File: config.mk
export PLATFORM = sky130hd
export DESIGN_NAME = dmi_ctrl
export DESIGN_NICKNAME = d
export VERILOG_FILES = /design/src/dmi_pkg.sv /design/src/dmi_timer.sv /design/src/dmi_mode_decode.sv /design/src/dmi_ctrl.sv
export VERILOG_INCLUDE_DIRS = /design/src /design/src/src
export SDC_FILE = /design/constraint.sdc
export NUM_CORES = 1
export LEC_CHECK = 0
export ABC_CLOCK_PERIOD_IN_PS = 2800
export BUFFER_PORTS_ARGS = -buffer_cell sky130_fd_sc_hd__buf_2
export CORE_ASPECT_RATIO = 0.75
export CORE_UTILIZATION = 43
export DETAILED_ROUTE_END_ITERATION = 6
export HOLD_SLACK_MARGIN = 0.05
export PLACE_DENSITY_LB_ADDON = 0.3
export REMOVE_ABC_BUFFERS = 1
export SETUP_SLACK_MARGIN = 0.1
export SYNTH_ARGS = -nofsm -noshare
export SYNTH_HDL_FRONTEND = slang
export SYNTH_SLANG_ARGS = --single-unit
File: constraint.sdc
create_clock -name sys_clk_in -period 2.8 [get_ports sys_clk_in]
set_clock_uncertainty 0.05 [all_clocks]
set_input_delay 0.14 -clock sys_clk_in [delete_from_list [all_inputs] [get_ports sys_clk_in]]
set_output_delay 0.14 -clock sys_clk_in [all_outputs]
set_load 0.03 [all_outputs]
File: src/dmi_consts.svh
`ifndef DMI_CONSTS_SVH
`define DMI_CONSTS_SVH

// ==========================================================================
// register byte offsets
`define DMI_CFG_OFS          8'h00
`define DMI_LAMP_OFS         8'h04
`define DMI_STATUS_OFS       8'h08

// ==========================================================================
// field positions
`define DMI_CFG_ELECTRIC_BIT 0
`define DMI_CFG_SPEED_LSB    8
`define DMI_LAMP_DELAY_LSB   0
`define DMI_LAMP_DUR_LSB     16

// ==========================================================================
// reset values
`define DMI_CFG_RST          32'h0000_3200
`define DMI_LAMP_RST         32'h07D0_0064

// ==========================================================================
// timing
`define DMI_CLK_PERIOD_NS    10
`define DMI_MS_NS            1000000
`define DMI_FLASH_HALF_MS    16'h00C8

`endif

File: src/dmi_pkg.sv
package dmi_pkg;
   // operator drive modes; the value is also the indicator bit index
   typedef enum logic [2:0] {
      DMI_M_2HI  = 3'h0,
      DMI_M_4HI  = 3'h1,
      DMI_M_4LO  = 3'h2,
      DMI_M_AUTO = 3'h3,
      DMI_M_AWD  = 3'h4,
      DMI_M_NEUT = 3'h5
   } dmi_mode_t;

   // lamp test sequencer states, one-hot
   typedef enum logic [3:0] {
      DMI_L_OFF   = 4'h1,
      DMI_L_DELAY = 4'h2,
      DMI_L_TEST  = 4'h4,
      DMI_L_RUN   = 4'h8
   } dmi_lamp_t;
endpackage : dmi_pkg

File: src/dmi_timer.sv
`timescale 1ns/10ps
`default_nettype none
// ==========================================================================
// loadable down counter, steps once per tick
module dmi_timer #(
   parameter int W = 16
) (
   input  wire logic         clk_in,     // system clock
   input  wire logic         rst_n_in,   // async reset, active low
   input  wire logic         load_in,    // load value, wins over tick
   input  wire logic [W-1:0] value_in,   // value to load
   input  wire logic         tick_in,    // count step
   output logic              done_out    // count has reached zero
);
   logic [W-1:0] count_reg;              // remaining ticks

   // count down, stop at zero
   always_ff @(posedge clk_in or negedge rst_n_in) begin
      if (!rst_n_in) begin
         count_reg <= '0;
      end else if (load_in) begin
         count_reg <= value_in;
      end else if (tick_in && count_reg != '0) begin
         count_reg <= count_reg - W'(1);
      end
   end

   assign done_out = (count_reg == '0);
endmodule : dmi_timer
`default_nettype wire

File: src/dmi_mode_decode.sv
`timescale 1ns/10ps
`default_nettype none
// ==========================================================================
// switch position code to selected mode; bad codes keep the last mode
module dmi_mode_decode
   import dmi_pkg::*;
(
   input  wire logic       clk_in,    // system clock
   input  wire logic       rst_n_in,  // async reset, active low
   input  wire logic [2:0] code_in,   // synchronised switch code
   output dmi_mode_t       mode_out   // last valid selected mode
);
   dmi_mode_t mode_reg;               // held selection

   function automatic logic code_ok(input logic [2:0] c);
      code_ok = (c >= 3'h1) && (c <= 3'h6);
   endfunction : code_ok

   // open, short and gap codes leave the selection as it was
   always_ff @(posedge clk_in or negedge rst_n_in) begin
      if (!rst_n_in) begin
         mode_reg <= DMI_M_2HI;
      end else if (code_ok(code_in)) begin
         mode_reg <= dmi_mode_t'(code_in - 3'h1);
      end
   end

   assign mode_out = mode_reg;
endmodule : dmi_mode_decode
`default_nettype wire

File: src/dmi_ctrl.sv
`timescale 1ns/10ps
`default_nettype none
`include "dmi_consts.svh"

module dmi_ctrl
   import dmi_pkg::*;
#(
   parameter int MS_CYCLES = `DMI_MS_NS / `DMI_CLK_PERIOD_NS  // clocks per millisecond
) (
   input  wire logic        sys_clk_in,        // 100 MHz system clock
   input  wire logic        reset_n_in,        // async reset, active low
   // ahb-lite slave
   input  wire logic        hsel_in,           // slave select
   input  wire logic [7:0]  haddr_in,          // byte address
   input  wire logic [1:0]  htrans_in,         // transfer type
   input  wire logic        hwrite_in,         // write when high
   input  wire logic [2:0]  hsize_in,          // transfer size
   input  wire logic [31:0] hwdata_in,         // write data
   input  wire logic        hready_in,         // bus ready
   output logic [31:0]      hrdata_out,        // read data
   output logic             hreadyout_out,     // slave ready
   output logic             hresp_out,         // always okay
   // pins
   input  wire logic [2:0]  mode_code_in,      // digitised switch position
   input  wire logic        case_4wd_in,       // transfer case in 4WD position
   input  wire logic        axle_engaged_in,   // secondary axle feedback
   input  wire logic        power_run_in,      // power mode is run
   // same-clock logic
   input  wire logic        antilock_active_in,// serial ABS active value
   input  wire logic        antilock_rx_in,    // pulse: ABS signal received
   input  wire logic [7:0]  vehicle_speed_in,  // speed in mph
   input  wire logic        shift_done_in,     // pulse: shift completed
   input  wire logic        neutral_ok_in,     // neutral enabling conditions met
   input  wire logic        front_axle_cmd_in, // engage front axle
   input  wire logic        diff_lock_cmd_in,  // engage diff lock
   input  wire logic        slip_req_in,       // slip correction wanted
   input  wire logic        adaptive_req_in,   // adaptive event wanted
   // outputs
   output logic             sec_axle_gnd_out,  // high closes switch to ground
   output logic             front_axle_n_out,  // low engages front axle
   output logic             diff_lock_out,     // high drives lock coil
   output logic [6:0]       led_on_out,        // indicator lit, bit 6 diff lock
   output logic             slip_en_out,       // slip correction allowed
   output logic             adaptive_en_out,   // adaptive events allowed
   output logic             antilock_hold_out  // in antilock response state
);
   // ==========================================================================
   // pin synchronisers, two stages, only stage two is read
   logic [5:0] pin_s1_reg;                     // first stage
   logic [5:0] pin_s2_reg;                     // second stage
   logic       power_prev_reg;                 // power run one clock ago

   always_ff @(posedge sys_clk_in or negedge reset_n_in) begin
      if (!reset_n_in) begin
         pin_s1_reg     <= '0;
         pin_s2_reg     <= '0;
         power_prev_reg <= 1'b0;
      end else begin
         pin_s1_reg     <= {power_run_in, axle_engaged_in, case_4wd_in, mode_code_in};
         pin_s2_reg     <= pin_s1_reg;
         power_prev_reg <= pin_s2_reg[5];
      end
   end

   logic       power_s;                        // synchronised power run
   logic       axle_s;                         // synchronised axle feedback
   logic       case4_s;                        // synchronised 4WD position
   logic       power_rise;                     // off to run this clock
   assign power_s    = pin_s2_reg[5];
   assign axle_s     = pin_s2_reg[4];
   assign case4_s    = pin_s2_reg[3];
   assign power_rise = power_s && !power_prev_reg;

   // ==========================================================================
   // ahb-lite slave, zero wait: read data is registered in the address phase
   logic [31:0] cfg_reg;                       // system type, speed limit
   logic [31:0] lamp_reg;                      // lamp delay and duration, ms
   logic [31:0] hrdata_reg;                    // read data
   logic        wr_pend_reg;                   // write data phase pending
   logic [7:0]  wr_addr_reg;                   // write address
   logic [31:0] status;                        // live status word
   logic        addr_ph;                       // valid address phase

   assign addr_ph = hsel_in && hready_in && htrans_in[1];

   function automatic logic [31:0] rd_mux(input logic [7:0] a, input logic [31:0] c,
                                          input logic [31:0] l, input logic [31:0] s);
      if (a == `DMI_CFG_OFS) begin
         rd_mux = c;
      end else if (a == `DMI_LAMP_OFS) begin
         rd_mux = l;
      end else if (a == `DMI_STATUS_OFS) begin
         rd_mux = s;
      end else begin
         rd_mux = 32'h0000_0000;               // unmapped reads zero
      end
   endfunction : rd_mux

   // address phase capture and read data
   always_ff @(posedge sys_clk_in or negedge reset_n_in) begin
      if (!reset_n_in) begin
         wr_pend_reg <= 1'b0;
         wr_addr_reg <= 8'h00;
         hrdata_reg  <= 32'h0000_0000;
      end else if (hready_in) begin
         wr_pend_reg <= addr_ph && hwrite_in;
         wr_addr_reg <= haddr_in;
         if (addr_ph && !hwrite_in) begin
            hrdata_reg <= rd_mux(haddr_in, cfg_reg, lamp_reg, status);
         end
      end
   end

   // register writes in the data phase; status is read only
   always_ff @(posedge sys_clk_in or negedge reset_n_in) begin
      if (!reset_n_in) begin
         cfg_reg  <= `DMI_CFG_RST;
         lamp_reg <= `DMI_LAMP_RST;
      end else if (wr_pend_reg) begin
         if (wr_addr_reg == `DMI_CFG_OFS) begin
            cfg_reg <= hwdata_in;
         end else if (wr_addr_reg == `DMI_LAMP_OFS) begin
            lamp_reg <= hwdata_in;
         end
      end
   end

   // ready is low in reset and rises on the first edge after it; no wait states ever
   logic hready_reg;                           // slave ready
   always_ff @(posedge sys_clk_in or negedge reset_n_in) begin
      if (!reset_n_in) begin
         hready_reg <= 1'b0;
      end else begin
         hready_reg <= 1'b1;
      end
   end

   assign hrdata_out    = hrdata_reg;
   assign hreadyout_out = hready_reg;          // registered, never stalls
   assign hresp_out     = 1'b0;

   logic       electric;                       // electric shift system
   logic [7:0] speed_limit;                    // antilock speed limit
   assign electric    = cfg_reg[`DMI_CFG_ELECTRIC_BIT];
   assign speed_limit = cfg_reg[`DMI_CFG_SPEED_LSB +: 8];

   // ==========================================================================
   // axle and lock drivers
   logic sec_reg;                              // secondary axle switch
   logic front_n_reg;                          // front axle, active low
   logic diff_reg;                             // diff lock high side

   always_ff @(posedge sys_clk_in or negedge reset_n_in) begin
      if (!reset_n_in) begin
         sec_reg     <= 1'b0;
         front_n_reg <= 1'b1;
         diff_reg    <= 1'b0;
      end else begin
         sec_reg     <= !electric && case4_s;
         front_n_reg <= !(electric && front_axle_cmd_in);
         diff_reg    <= diff_lock_cmd_in;
      end
   end

   // ==========================================================================
   // antilock response state
   dmi_mode_t sel_mode;                        // decoded selection
   dmi_mode_t cur_mode_reg;                    // mode after last shift
   logic      hold_reg;                        // antilock response active
   logic      abs_seen_reg;                    // ABS signal seen this ignition
   logic      hold_enter;                      // all four entry terms
   logic      hold_leave;                      // any re-enabling term
   logic      abs_fresh;                       // ABS value received this ignition

   // the serial link delivers ABS status; we only trust it once received.
   // the received flag still shows the old ignition in the rise clock, so mask it
   assign abs_fresh  = antilock_rx_in || (abs_seen_reg && !power_rise);
   assign hold_enter = (cur_mode_reg == DMI_M_AWD) && (vehicle_speed_in > speed_limit)
                       && antilock_active_in && abs_fresh;
   assign hold_leave = !antilock_active_in || (vehicle_speed_in < speed_limit)
                       || !abs_fresh;

   // leaving takes one clock, well inside the 500 ms allowance
   always_ff @(posedge sys_clk_in or negedge reset_n_in) begin
      if (!reset_n_in) begin
         hold_reg <= 1'b0;
      end else if (hold_reg) begin
         hold_reg <= !hold_leave;
      end else begin
         hold_reg <= hold_enter;
      end
   end

   // received flag restarts with each ignition cycle; a receipt wins
   always_ff @(posedge sys_clk_in or negedge reset_n_in) begin
      if (!reset_n_in) begin
         abs_seen_reg <= 1'b0;
      end else if (antilock_rx_in) begin
         abs_seen_reg <= 1'b1;
      end else if (power_rise) begin
         abs_seen_reg <= 1'b0;
      end
   end

   // slip and adaptive gating; entry cuts both in the same clock
   logic slip_reg;                             // slip correction allowed
   logic adapt_reg;                            // adaptive events allowed
   always_ff @(posedge sys_clk_in or negedge reset_n_in) begin
      if (!reset_n_in) begin
         slip_reg  <= 1'b0;
         adapt_reg <= 1'b0;
      end else begin
         slip_reg  <= slip_req_in && !hold_reg && !hold_enter;
         adapt_reg <= adaptive_req_in && !hold_reg && !hold_enter;
      end
   end

   // ==========================================================================
   // mode selection and shift tracking
   dmi_mode_t prev_mode_reg;                   // mode before pending shift
   logic      shifting_reg;                    // new mode selected, not shifted

   dmi_mode_decode u_decode (
      .clk_in   (sys_clk_in),
      .rst_n_in (reset_n_in),
      .code_in  (pin_s2_reg[2:0]),
      .mode_out (sel_mode)
   );

   always_ff @(posedge sys_clk_in or negedge reset_n_in) begin
      if (!reset_n_in) begin
         cur_mode_reg  <= DMI_M_2HI;
         prev_mode_reg <= DMI_M_2HI;
         shifting_reg  <= 1'b0;
      end else if (sel_mode != cur_mode_reg && !shifting_reg) begin
         prev_mode_reg <= cur_mode_reg;
         shifting_reg  <= 1'b1;
      end else if (shifting_reg && shift_done_in) begin
         cur_mode_reg  <= sel_mode;
         shifting_reg  <= 1'b0;
      end
   end

   // ==========================================================================
   // millisecond tick and flash timebase
   logic [$clog2(MS_CYCLES)-1:0] pre_reg;      // ms prescaler
   logic ms_tick;                              // one clock per ms
   logic flash_done;                           // half period elapsed
   logic flash_reg;                            // flash phase
   logic flash_step;                           // ms tick that ends a half period
   assign ms_tick = (pre_reg == '0);
   // reload only on a tick: done alone would reload in the clock after the zero tick, so each half period would be one tick short
   assign flash_step = flash_done && ms_tick;

   always_ff @(posedge sys_clk_in or negedge reset_n_in) begin
      if (!reset_n_in) begin
         pre_reg <= '0;
      end else if (ms_tick) begin
         pre_reg <= ($clog2(MS_CYCLES))'(MS_CYCLES - 1);
      end else begin
         pre_reg <= pre_reg - 1'b1;
      end
   end

   // 200 ms half period gives 2.5 Hz
   dmi_timer #(.W(16)) u_flash (
      .clk_in   (sys_clk_in),
      .rst_n_in (reset_n_in),
      .load_in  (flash_step),
      .value_in (`DMI_FLASH_HALF_MS - 16'h0001),
      .tick_in  (ms_tick),
      .done_out (flash_done)
   );

   always_ff @(posedge sys_clk_in or negedge reset_n_in) begin
      if (!reset_n_in) begin
         flash_reg <= 1'b0;
      end else if (flash_step) begin
         flash_reg <= !flash_reg;
      end
   end

   // ==========================================================================
   // lamp test sequencer
   dmi_lamp_t lamp_reg_st;                     // sequencer state
   logic      lamp_load;                       // reload lamp timer
   logic [15:0] lamp_val;                      // value to reload
   logic      lamp_done;                       // lamp timer expired

   always_comb begin
      lamp_load = 1'b0;
      lamp_val  = lamp_reg[`DMI_LAMP_DELAY_LSB +: 16];
      if (power_rise) begin
         lamp_load = 1'b1;
      end else if (lamp_reg_st == DMI_L_DELAY && lamp_done) begin
         lamp_load = 1'b1;
         lamp_val  = lamp_reg[`DMI_LAMP_DUR_LSB +: 16];
      end
   end

   dmi_timer #(.W(16)) u_lamp (
      .clk_in   (sys_clk_in),
      .rst_n_in (reset_n_in),
      .load_in  (lamp_load),
      .value_in (lamp_val),
      .tick_in  (ms_tick),
      .done_out (lamp_done)
   );

   // a fresh off to run restarts the test from any state
   always_ff @(posedge sys_clk_in or negedge reset_n_in) begin
      if (!reset_n_in) begin
         lamp_reg_st <= DMI_L_OFF;
      end else if (!power_s) begin
         lamp_reg_st <= DMI_L_OFF;
      end else if (power_rise) begin
         lamp_reg_st <= DMI_L_DELAY;
      end else begin
         case (lamp_reg_st)
            DMI_L_DELAY: if (lamp_done) lamp_reg_st <= DMI_L_TEST;
            DMI_L_TEST:  if (lamp_done) lamp_reg_st <= DMI_L_RUN;
            default:     lamp_reg_st <= lamp_reg_st;
         endcase
      end
   end

   // ==========================================================================
   // indicator outputs
   logic [6:0] led_reg;                        // lit indicators
   logic [6:0] led_next;                       // next indicators
   logic       needs_axle;                     // current mode needs axle

   assign needs_axle = (cur_mode_reg == DMI_M_4HI) || (cur_mode_reg == DMI_M_4LO)
                       || (cur_mode_reg == DMI_M_AWD);

   always_comb begin
      led_next = 7'h00;
      if (lamp_reg_st == DMI_L_TEST) begin
         led_next = 7'h7F;
      end else if (lamp_reg_st == DMI_L_RUN) begin
         if (shifting_reg) begin
            led_next[prev_mode_reg] = 1'b1;
            if (sel_mode != DMI_M_NEUT || neutral_ok_in) begin
               led_next[sel_mode] = flash_reg;
            end
         end else if (needs_axle && !axle_s) begin
            led_next[cur_mode_reg] = flash_reg;
            led_next[DMI_M_2HI]    = 1'b1;
         end else begin
            led_next[cur_mode_reg] = 1'b1;
         end
         led_next[6] = diff_reg;
      end
   end

   always_ff @(posedge sys_clk_in or negedge reset_n_in) begin
      if (!reset_n_in) begin
         led_reg <= 7'h00;
      end else begin
         led_reg <= led_next;
      end
   end

   assign status = {16'h0000, lamp_reg_st == DMI_L_TEST, led_reg,
                    shifting_reg, hold_reg, cur_mode_reg, sel_mode};

   assign sec_axle_gnd_out  = sec_reg;
   assign front_axle_n_out  = front_n_reg;
   assign diff_lock_out     = diff_reg;
   assign led_on_out        = led_reg;
   assign slip_en_out       = slip_reg;
   assign adaptive_en_out   = adapt_reg;
   assign antilock_hold_out = hold_reg;
endmodule : dmi_ctrl
`default_nettype wire

==> results of run 1 <==
-- layout make-up --
cell class | count | share of cell area [%]
repair buffers | 183 | 11.23
flip-flops and latches | 197 | 44.46
clock inverters | 13 | 1.529
multi-input cells | 565 | 34.85
clock buffers | 19 | 3.981
inverters | 23 | 0.7759
well taps | 282 | 3.171
-- critical path, cell delays in order (launching register included) --
cell and delay [ns]:
dfrtp_1 0.39, inv_1 0.07, ha_1 0.22, nor4b_4 0.21, buf_4 0.17, nand4b_4 0.19, nor2_4 0.30, nand2_2 0.09
or4_1 0.41, mux2_1 0.33
-- layout by cell type, fill, tap and decap left out, types with 3 or more instances in the layout --
master / n
nand4_1: 10
nand2_1: 72
nand2_2: 3
dfrtp_1: 183
inv_1: 23
clkbuf_16: 17
dlygate4sd3_1: 55
xnor2_1: 18
xor2_1: 16
buf_4: 14
nand2b_1: 4
nor3b_1: 6
and3_1: 12
nor4b_1: 4
nand3_1: 11
nor3_1: 24
or3_1: 8
nand3b_1: 5
or4_1: 10
nor2b_1: 5
nor4_1: 10
ha_1: 15
nor2_1: 60
a21o_1: 7
a21oi_1: 45
o21ai_0: 73
dfstp_2: 14
mux2i_1: 33
buf_2: 112
inv_6: 4
mux2_2: 76
bufinv_16: 3
-- metal layers --
| metal | GRT usage, % | up-vias | part of all wire [%] |
|---|---|---|---|
| li1 | - | 3227 | - |
| met2 | 30.69 | 168 | 43 |
| met5 | 0 | - | 0 |
| met4 | 5.511 | 0 | 1.2 |
| met3 | 4.585 | 18 | 5.4 |
| met1 | 30.98 | 3327 | 50 |
-- synth_stat cells, types with 2 or more instances --
| library cell | number |
|---|---|
| a21o_1 | 7 |
| a21oi_1 | 45 |
| a31oi_1 | 2 |
| a32oi_1 | 2 |
| and2_1 | 2 |
| and3_1 | 12 |
| and4_1 | 2 |
| and4b_1 | 2 |
| buf_1 | 7 |
| buf_2 | 3 |
| clkbuf_1 | 27 |
| conb_1 | 2 |
| dfrtp_1 | 183 |
| dfstp_2 | 14 |
| ha_1 | 15 |
| inv_1 | 23 |
| mux2_1 | 2 |
| mux2_2 | 76 |
| mux2i_1 | 33 |
| nand2_1 | 74 |
| nand2b_1 | 4 |
| nand3_1 | 11 |
| nand3b_1 | 5 |
| nand4_1 | 10 |
| nand4b_1 | 2 |
| nor2_1 | 61 |
| nor2b_1 | 5 |
| nor3_1 | 24 |
| nor3b_1 | 6 |
| nor4_1 | 10 |
| nor4b_1 | 4 |
| o21ai_0 | 73 |
| or3_1 | 8 |
| or4_1 | 10 |
| xnor2_1 | 18 |
| xor2_1 | 16 |
-- cell families after synthesis --
group | after synthesis | synth area share (%)
mux | 111 | 13.36
simple gates | 264 | 15.51
compound gates | 139 | 8.393
fa+ha+maj | 15 | 2.074
xor+xnor | 34 | 3.291
buf+inv | 61 | 2.613
flops | 197 | 54.67
other cells | 2 | 0.08300
-- power by group --
part / leakage (nW) / switching [mW] / internal, mW
Combinational: 2.48 / 0.370 / 0.363
Sequential: 2.43 / 0.220 / 3.02
Clock: 0.297 / 1.10 / 1.45
-- final timing paths --
| check | start | endpoint | slack, ns | depth (start not counted) |
|---|---|---|---|---|
| worst max register to register | pre_reg[0] | u_flash.count_reg[9] | 0.26 | 9 |
| worst min register to register | pin_s1_reg[0] | pin_s2_reg[0] | 0.30 | 0 |
| min in group asynchronous | reset_n_in | hrdata_out[20] | 0.24 | 2 |
| max in group asynchronous | reset_n_in | cfg_reg[13] | 1.60 | 3 |
| worst min-delay path | hready_in | wr_addr_reg[7] | 0.1 | 2 |
| worst max-delay path | pre_reg[0] | u_flash.count_reg[9] | 0.26 | 9 |
-- timing repair --
action / 4_1_cts / 5_1_grt
hold buffers: 55 / 0
buffers inserted: 0 / 1
resized for setup: 0 / 2
endpoints found under the hold margin: 151 / 0
endpoints found under the setup margin: 0 / 16
==> qor.yml, run 1 <==
status:
  outcome: "completed"
clock_network:
  cts_htree_levels: 4
  clock_latency_ns: 0.43
  clock_path_buffers: 2
  cts-root-buf: "clkbuf_16"
  clkTransAtPathRegs_ns: 0.07
  cts_buffers: 17
  cts_tree: "built"
  clkSinkCount: 197
power_and_ir_drop:
  total_power_mw: 6.526
  leakage_nw: 5.210
  peakVddDrop_mv: 0.3259
  power_density_mw_per_mm2: 586.6
die:
  dieHeight_um: 127.6
  die_w_um: 169.5
  core_mm2: 0.02044
  die-area_mm2: 0.02163
  fp-row-count: 45
  start_util_pct: 44.27
  io_pins: 119
grt:
  antenna_found_initial: 0
  grt_pass1_vias: 6626
  overflow: 0
  grt_first_pass_wirelength_um: 35190
  gr-usage-all-layers_pct: 20.84
  grt_max_degree: 72
synth:
  ys_seq_area_share_pct: 54.67
  synth.ff_latch_count: 197
  yosysTopAreaCell: "dfrtp_1"
  synthDistinctLibCells: 59
  synthTopCellsByArea: "dfrtp_1, mux2_2, dfstp_2, o21ai_0, mux2i_1"
  synth-edff-count: 0
  synthArstFlopShare_pct: 100.0
  ys.flop_type: "dfrtp_1"
  netlist_area_mm2: 0.009049
  yosysTopAreaCellShare_pct: 50.61
  syn-mean-instance-area_um2: 10.99
  yosysWarnings: 0
  postSynthCellCount: 823
sta:
  slew_viol_final: 0
  final-setup-viol-count: 0
  rsz0062_at_grt: "false"
  worst_pin_slew_ns: 1.170
  hold_viol: 0
  layout_setup_ws_ns: 0.2599
  holdWs_ns: 0.09823
  post-route-period-util_pct: 90.72
  finalSetupTns_ns: 0
  max-slew-margin-rel_pct: 21.86
  layout_min_cycle_time_ns: 2.540
  fmax_mhz: 393.7
layout:
  drive_gt1_share_pct: 26.20
  stdcell_count: 1282
  final_net_count: 1074
  utilization_pct: 54.44
  fillers: 1751
  seqCellArea_mm2: 0.004947
  finalInstanceArea_mm2: 0.01113
  multi_input_area_mm2: 0.003877
  area_delta_synth_final_pct: 22.97
  antenna-diode-count: 0
route:
  via_count: 6740
  drc_errors: 0
  ant_nets: 0
  dr.first_iter.drc_count: 467
  first_pass_iters: 5
  drt_wl_total_um: 21240
  wl_per_cell_um: 16.57
  vias_per_cell: 5.257
placement:
  place_area_mm2: 0.009951
  io_buffer_count: 113
  preCtsSetupSlack_ns: 0.2321
  hpwl_um: 14750
  post-place-cells: 1194
  gp_congestion: 0.8569
critical_path:
  crit_path_start_kind: "register"
  required_ns: 3.06
  cp-end-kind: "register"
  crit_arrival_ns: 2.80
  path_class: "reg -> reg"
  crit_fanout: 10
min_path:
  hp-class: "in -> reg"
flow_run:
  drv_cap: 0
Power figures use the tool's default switching activity.
==> run 2: changes to the inputs <==
--- a/config.mk
+++ b/config.mk
@@ -12,7 +12,6 @@
 export CORE_UTILIZATION = 43
 export DETAILED_ROUTE_END_ITERATION = 6
 export HOLD_SLACK_MARGIN = 0.05
-export PLACE_DENSITY_LB_ADDON = 0.3
 export REMOVE_ABC_BUFFERS = 1
 export SETUP_SLACK_MARGIN = 0.1
 export SYNTH_ARGS = -nofsm -noshare
==> qor.yml, run 2 (synthesis gave the netlist of run 1 again) <==
status:
  outcome: "completed"
clock_network:
  clkSinkCount: 197  # unchanged
  clock_path_buffers: 2  # unchanged
  clkTransAtPathRegs_ns: 0.07  # about the same
  cts-root-buf: "clkbuf_16"
  clock_latency_ns: 0.44  # about the same
  cts_tree: "built"
  cts-resized-gates: 0  # unchanged
  cts_hold_buf: 55  # unchanged
  cts_setup_buffers: 0  # unchanged
  cts_buffers: 17  # unchanged
  cts_htree_levels: 4  # unchanged
critical_path:
  path_class: "reg -> reg"
  required_ns: 3.04  # -0.02 ns
  rrSetupSlack_ns: 0.26  # about the same
  endpoint: "u_lamp.count_reg[5]"
  crit_arrival_ns: 2.78  # -0.02 ns
  startpoint: "u_lamp.count_reg[0]"
  crit_path_start_kind: "register"
  crit_fanout: 12  # +2
  reg2regPathDepth: 7  # -2
  worstReg2RegEnd: "u_lamp.count_reg[5]"
  r2r_start: "u_lamp.count_reg[0]"
  cp-end-kind: "register"
layout:
  area_delta_synth_final_pct: 22.55
  stdcell_count: 1282  # unchanged
  fillers: 1804  # +3.0%
  utilization_pct: 54.26  # -0.18 points
  final_cell_mix: "dfrtp_1, buf_2, mux2_2"
  layout_commonest_cell: "dfrtp_1"
  drive_gt1_share_pct: 25.60  # -0.60 points
  antenna-diode-count: 0  # unchanged
  final_net_count: 1074  # unchanged
die:
  die_w_um: 169.5  # unchanged
  start_util_pct: 44.27  # unchanged
  core_mm2: 0.02044  # unchanged
  io_pins: 119  # unchanged
  die-area_mm2: 0.02163  # unchanged
  dieHeight_um: 127.6  # unchanged
  fp-row-count: 45  # unchanged
grt:
  grt_max_degree: 87  # +21%
  overflow: 0  # unchanged
  antenna_found_initial: 0  # unchanged
  grt_pass1_vias: 6498  # -1.9%
  gr-usage-all-layers_pct: 20.60  # -0.24 points
  grt_first_pass_wirelength_um: 34560  # -1.8%
route:
  wl_per_cell_um: 16.34  # -1.4%
  dr.first_iter.drc_count: 357  # -24%
  ant_nets: 0  # unchanged
  via_count: 6605  # -2.0%
  drc_errors: 0  # unchanged
  vias_per_cell: 5.152  # -2.0%
  drt_wl_total_um: 20940  # -1.4%
  first_pass_iters: 5  # unchanged
sta:
  finalSetupTns_ns: 0  # unchanged
  layout_min_cycle_time_ns: 2.540  # +0.0002110 ns
  hold_viol: 0  # unchanged
  holdWs_ns: 0.09521  # -0.003021 ns
  max-slew-margin-rel_pct: 19.49  # -2.4 points
  fmax_mhz: 393.7  # about the same
  slew_viol_final: 0  # unchanged
  worst_pin_slew_ns: 1.205  # +0.03557 ns
  rsz0062_at_grt: "false"
  final-setup-viol-count: 0  # unchanged
  post-route-period-util_pct: 90.73  # about the same
power_and_ir_drop:
  power_density_mw_per_mm2: 579.5  # -1.2%
  peakVddDrop_mv: 0.3789  # +16%
  leakage_nw: 5.193  # -0.33%
placement:
  io_buffer_count: 113  # unchanged
  gp_congestion: 0.8247  # -3.8%
  post-place-cells: 1195  # +0.084%
  hpwl_um: 14640  # -0.74%
min_path:
  hp-class: "in -> reg"
  hold_path_depth: 2  # unchanged
flow_run:
  drv_cap: 0  # unchanged
[run 2: changes by cell type in the layout (fill, tap and decap cells not counted), sizes merged]
cell	delta
clkbuf	+6
inv	-3
bufinv	-1
clkinv	-1
clkinvlp	-1
[run 2: metal layers]
| layer | GRT usage, % | wire, um | vias to the layer above | share of wire (%) |
|---|---|---|---|---|
| met5 | 0 | 0 | - | 0 |
| met4 | 5.034 | 200 | 0 | 0.95 |
| met3 | 4.058 | 874 | 18 | 4.2 |
| met2 | 29.92 | 8854 | 128 | 42 |
| met1 | 31.40 | 11010 | 3227 | 53 |
| li1 | - | - | 3232 | - |
[run 2: stage by stage]
step / setup WS (ns) / area [um^2] / power [mW]
3_3_place_gp: 0.3731 / 9958 / 3.951
6_report: 0.2597 / 11090 / 6.426
4_1_cts: 0.2890 / 11090 / 6.487
5_1_grt: 0.1088 / 11090 / 6.722
2_1_floorplan: 0.003059 / 8899 / 3.649
3_5_place_dp: 0.3219 / 9958 / 3.966
[run 2: power breakdown]
part           switching [mW]  total (mW)  internal [mW]
logic                   0.365       0.727          0.363
clock network            1.06        2.46           1.39
registers               0.221        3.24           3.02
total                    1.65        6.43           4.78
[run 2: worst min path at each step]
stage,startpoint,end
2_1_floorplan,reset_n_in,abs_seen_reg
3_3_place_gp,reset_n_in,wr_addr_reg[6]
3_5_place_dp,reset_n_in,wr_addr_reg[6]
4_1_cts,hready_in,wr_addr_reg[0]
5_1_grt,hready_in,wr_addr_reg[3]
6_report,hready_in,wr_addr_reg[0]
[run 2: area by class of cell]
cell class / count / area, um^2 / area share, %
Inverter: 23 / 86.33 / 0.7785
Clock buffer: 25 / 485.5 / 4.378
Clock inverter: 7 / 95.09 / 0.8575
Tap cell: 282 / 352.8 / 3.182
Timing Repair Buffer: 183 / 1250 / 11.27
Sequential cell: 197 / 4947 / 44.61
Multi-Input combinational cell: 565 / 3872 / 34.92
[run 2: critical path: stages (launching register included)]
cell	delay, ns
dfrtp_1	0.41
inv_1	0.09
ha_1	0.19
or3b_2	0.44
nor4_1	0.30
nand2_1	0.34
nand2_1	0.42
o21ai_0	0.17
==> run 3: changes to the inputs <==
--- a/config.mk
+++ b/config.mk
@@ -9,7 +9,9 @@
 export ABC_CLOCK_PERIOD_IN_PS = 2800
 export BUFFER_PORTS_ARGS = -buffer_cell sky130_fd_sc_hd__buf_2
 export CORE_ASPECT_RATIO = 0.75
+export CORE_MARGIN = 4
 export CORE_UTILIZATION = 43
+export CTS_BUF_LIST = sky130_fd_sc_hd__clkbuf_16
 export DETAILED_ROUTE_END_ITERATION = 6
 export HOLD_SLACK_MARGIN = 0.05
 export REMOVE_ABC_BUFFERS = 1
==> qor.yml, run 3 (synthesis gave the netlist of run 1 again) <==
status:
  outcome: "completed"
route:
  dr.first_iter.drc_count: 315  # -12%
  ant_nets: 0  # unchanged
  vias_per_cell: 5.164  # +0.23%
  drt_wl_total_um: 21270  # +1.5%
  first_pass_iters: 5  # unchanged
  wl_per_cell_um: 16.61  # +1.7%
  via_count: 6610  # +0.076%
  drc_errors: 0  # unchanged
placement:
  io_buffer_count: 113  # unchanged
  gp_congestion: 0.8724  # +5.8%
  place_area_mm2: 0.009956  # about the same
  post-place-cells: 1193  # -0.17%
  preCtsSetupSlack_ns: 0.2767  # -0.04514 ns
  hpwl_um: 14880  # +1.6%
sta:
  worst_pin_slew_ns: 1.215  # +0.009538 ns
  slew_viol_final: 0  # unchanged
  hold_viol: 0  # unchanged
  finalSetupTns_ns: 0  # unchanged
  holdWs_ns: 0.09451  # -0.0007004 ns
  final-setup-viol-count: 0  # unchanged
  layout_min_cycle_time_ns: 2.464  # -0.07656 ns
  layout_setup_ws_ns: 0.3362  # +0.07656 ns
  fmax_mhz: 405.9  # +3.1%
  post-route-period-util_pct: 87.99  # -2.7 points
  max-slew-margin-rel_pct: 18.85  # -0.64 points
  rsz0062_at_grt: "false"
layout:
  final_cell_mix: "dfrtp_1, buf_2, mux2_2"
  drive_gt1_share_pct: 25.85  # +0.25 points
  area_delta_synth_final_pct: 22.54  # about the same
  finalInstanceArea_mm2: 0.01109  # about the same
  layout_commonest_cell: "dfrtp_1"
  antenna-diode-count: 0  # unchanged
  utilization_pct: 54.25  # about the same
  stdcell_count: 1280  # -0.16%
  final_net_count: 1072  # -0.19%
clock_network:
  cts_tree: "built"
  clock_latency_ns: 0.43  # about the same
  clock_path_buffers: 2  # unchanged
  cts_htree_levels: 4  # unchanged
  cts_buffers: 17  # unchanged
  clkTransAtPathRegs_ns: 0.08  # about the same
  cts-root-buf: "clkbuf_16"
  clkSinkCount: 197  # unchanged
power_and_ir_drop:
  p_clk_share_pct: 38.0  # -0.2 points
  peakVddDrop_mv: 0.3637  # -4.0%
  p_int_mw: 4.708  # -1.5%
  seq_power_share_pct: 50.5  # about the same
  total_power_mw: 6.413  # -0.21%
  power.switching_mw: 1.705  # +3.4%
  p_comb_share_pct: 11.5  # +0.2 points
  swShare_pct: 26.59  # +0.93 points
  leakage_nw: 5.182  # -0.21%
  power_density_mw_per_mm2: 578.4  # -0.20%
die:
  start_util_pct: 44.27  # unchanged
  core_mm2: 0.02044  # unchanged
  fp-row-count: 45  # unchanged
  io_pins: 119  # unchanged
  dieHeight_um: 133.6  # +4.7%
  die-area_mm2: 0.02345  # +8.4%
  die_w_um: 175.5  # +3.5%
critical_path:
  cp-end-kind: "register"
  rrSetupSlack_ns: 0.34  # +0.08 ns
  crit_path_start_kind: "register"
  crit_arrival_ns: 2.72  # -0.06 ns
  required_ns: 3.06  # +0.02 ns
  crit_fanout: 6  # -6
  worstReg2RegEnd: "u_flash.count_reg[5]"
  reg2regPathDepth: 8  # +1
  r2r_start: "pre_reg[1]"
  path_class: "reg -> reg"
flow_run:
  drv_cap: 0  # unchanged
grt:
  grt_pass1_vias: 6632  # +2.1%
  grt_max_degree: 70  # -20%
  grt_first_pass_wirelength_um: 35260  # +2.0%
  overflow: 0  # unchanged
  antenna_found_initial: 0  # unchanged
  gr-usage-all-layers_pct: 18.72  # -1.9 points
min_path:
  hp-start: "hready_in"
  hp-class: "in -> reg"
  min_to: "wr_addr_reg[0]"
  hold_path_depth: 2  # unchanged
## run 3: cell types whose count changed in the layout (fill, tap and decap cells not counted), sizes merged
| cell | change |
|---|---|
| clkinv | +2 |
| clkbuf | -8 |
| inv | +3 |
| clkinvlp | +3 |
| buf | -2 |
## run 3: how the worst max path moves through the flow
stage / from / endpoint
floorplan: wr_addr_reg[1] / cfg_reg[0]
global placement: pre_reg[0] / u_flash.count_reg[5]
detailed placement: u_lamp.count_reg[0] / u_lamp.count_reg[4]
CTS: u_lamp.count_reg[0] / u_lamp.count_reg[4]
global route: u_lamp.count_reg[0] / u_lamp.count_reg[10]
finish: pre_reg[1] / u_flash.count_reg[5]
## run 3: worst max-delay path, stage by stage, from the launching register on
cell and delay, ns:
dfrtp_1 0.40, inv_1 0.06, ha_1 0.21, nor4b_4 0.35, nand4b_4 0.22, nor2_4 0.23, nand2_2 0.09, or4_1 0.41
mux2_1 0.33
## run 3: power by group through the flow
stage               sequential, mW  clock [mW]  combinational (mW)
global placement              3.29           0               0.669
detailed placement            3.29           0               0.679
global route                  3.27        2.59               0.833
floorplan                     3.23           0               0.419
CTS                           3.24        2.48               0.743
finish                        3.24        2.44               0.736
## run 3: cell type report
cell class                      count  area, um^2
Clock buffer                       17       425.4
Inverter                           23       86.33
Sequential cell                   197        4947
Multi-Input combinational cell    565        3875
Timing Repair Buffer              181        1247
Fill cell                        1843        9350
Tap cell                          282       352.8
Clock inverter                     15       153.9
## run 3: what timing repair did
action / in CTS / in global routing
endpoints found under the hold margin: 146 / 0
hold buffers: 55 / 0
endpoints found under the setup margin: 0 / 8
buffers inserted: 0 / 0
resized for setup: 0 / 1
## run 3: metal layers
layer	wire, um	GRT usage [%]	share of wire, %
met5	0	0	0
met2	9167	27.90	43
met4	195	3.983	0.92
met1	10940	28.28	51
met3	963	3.972	4.5
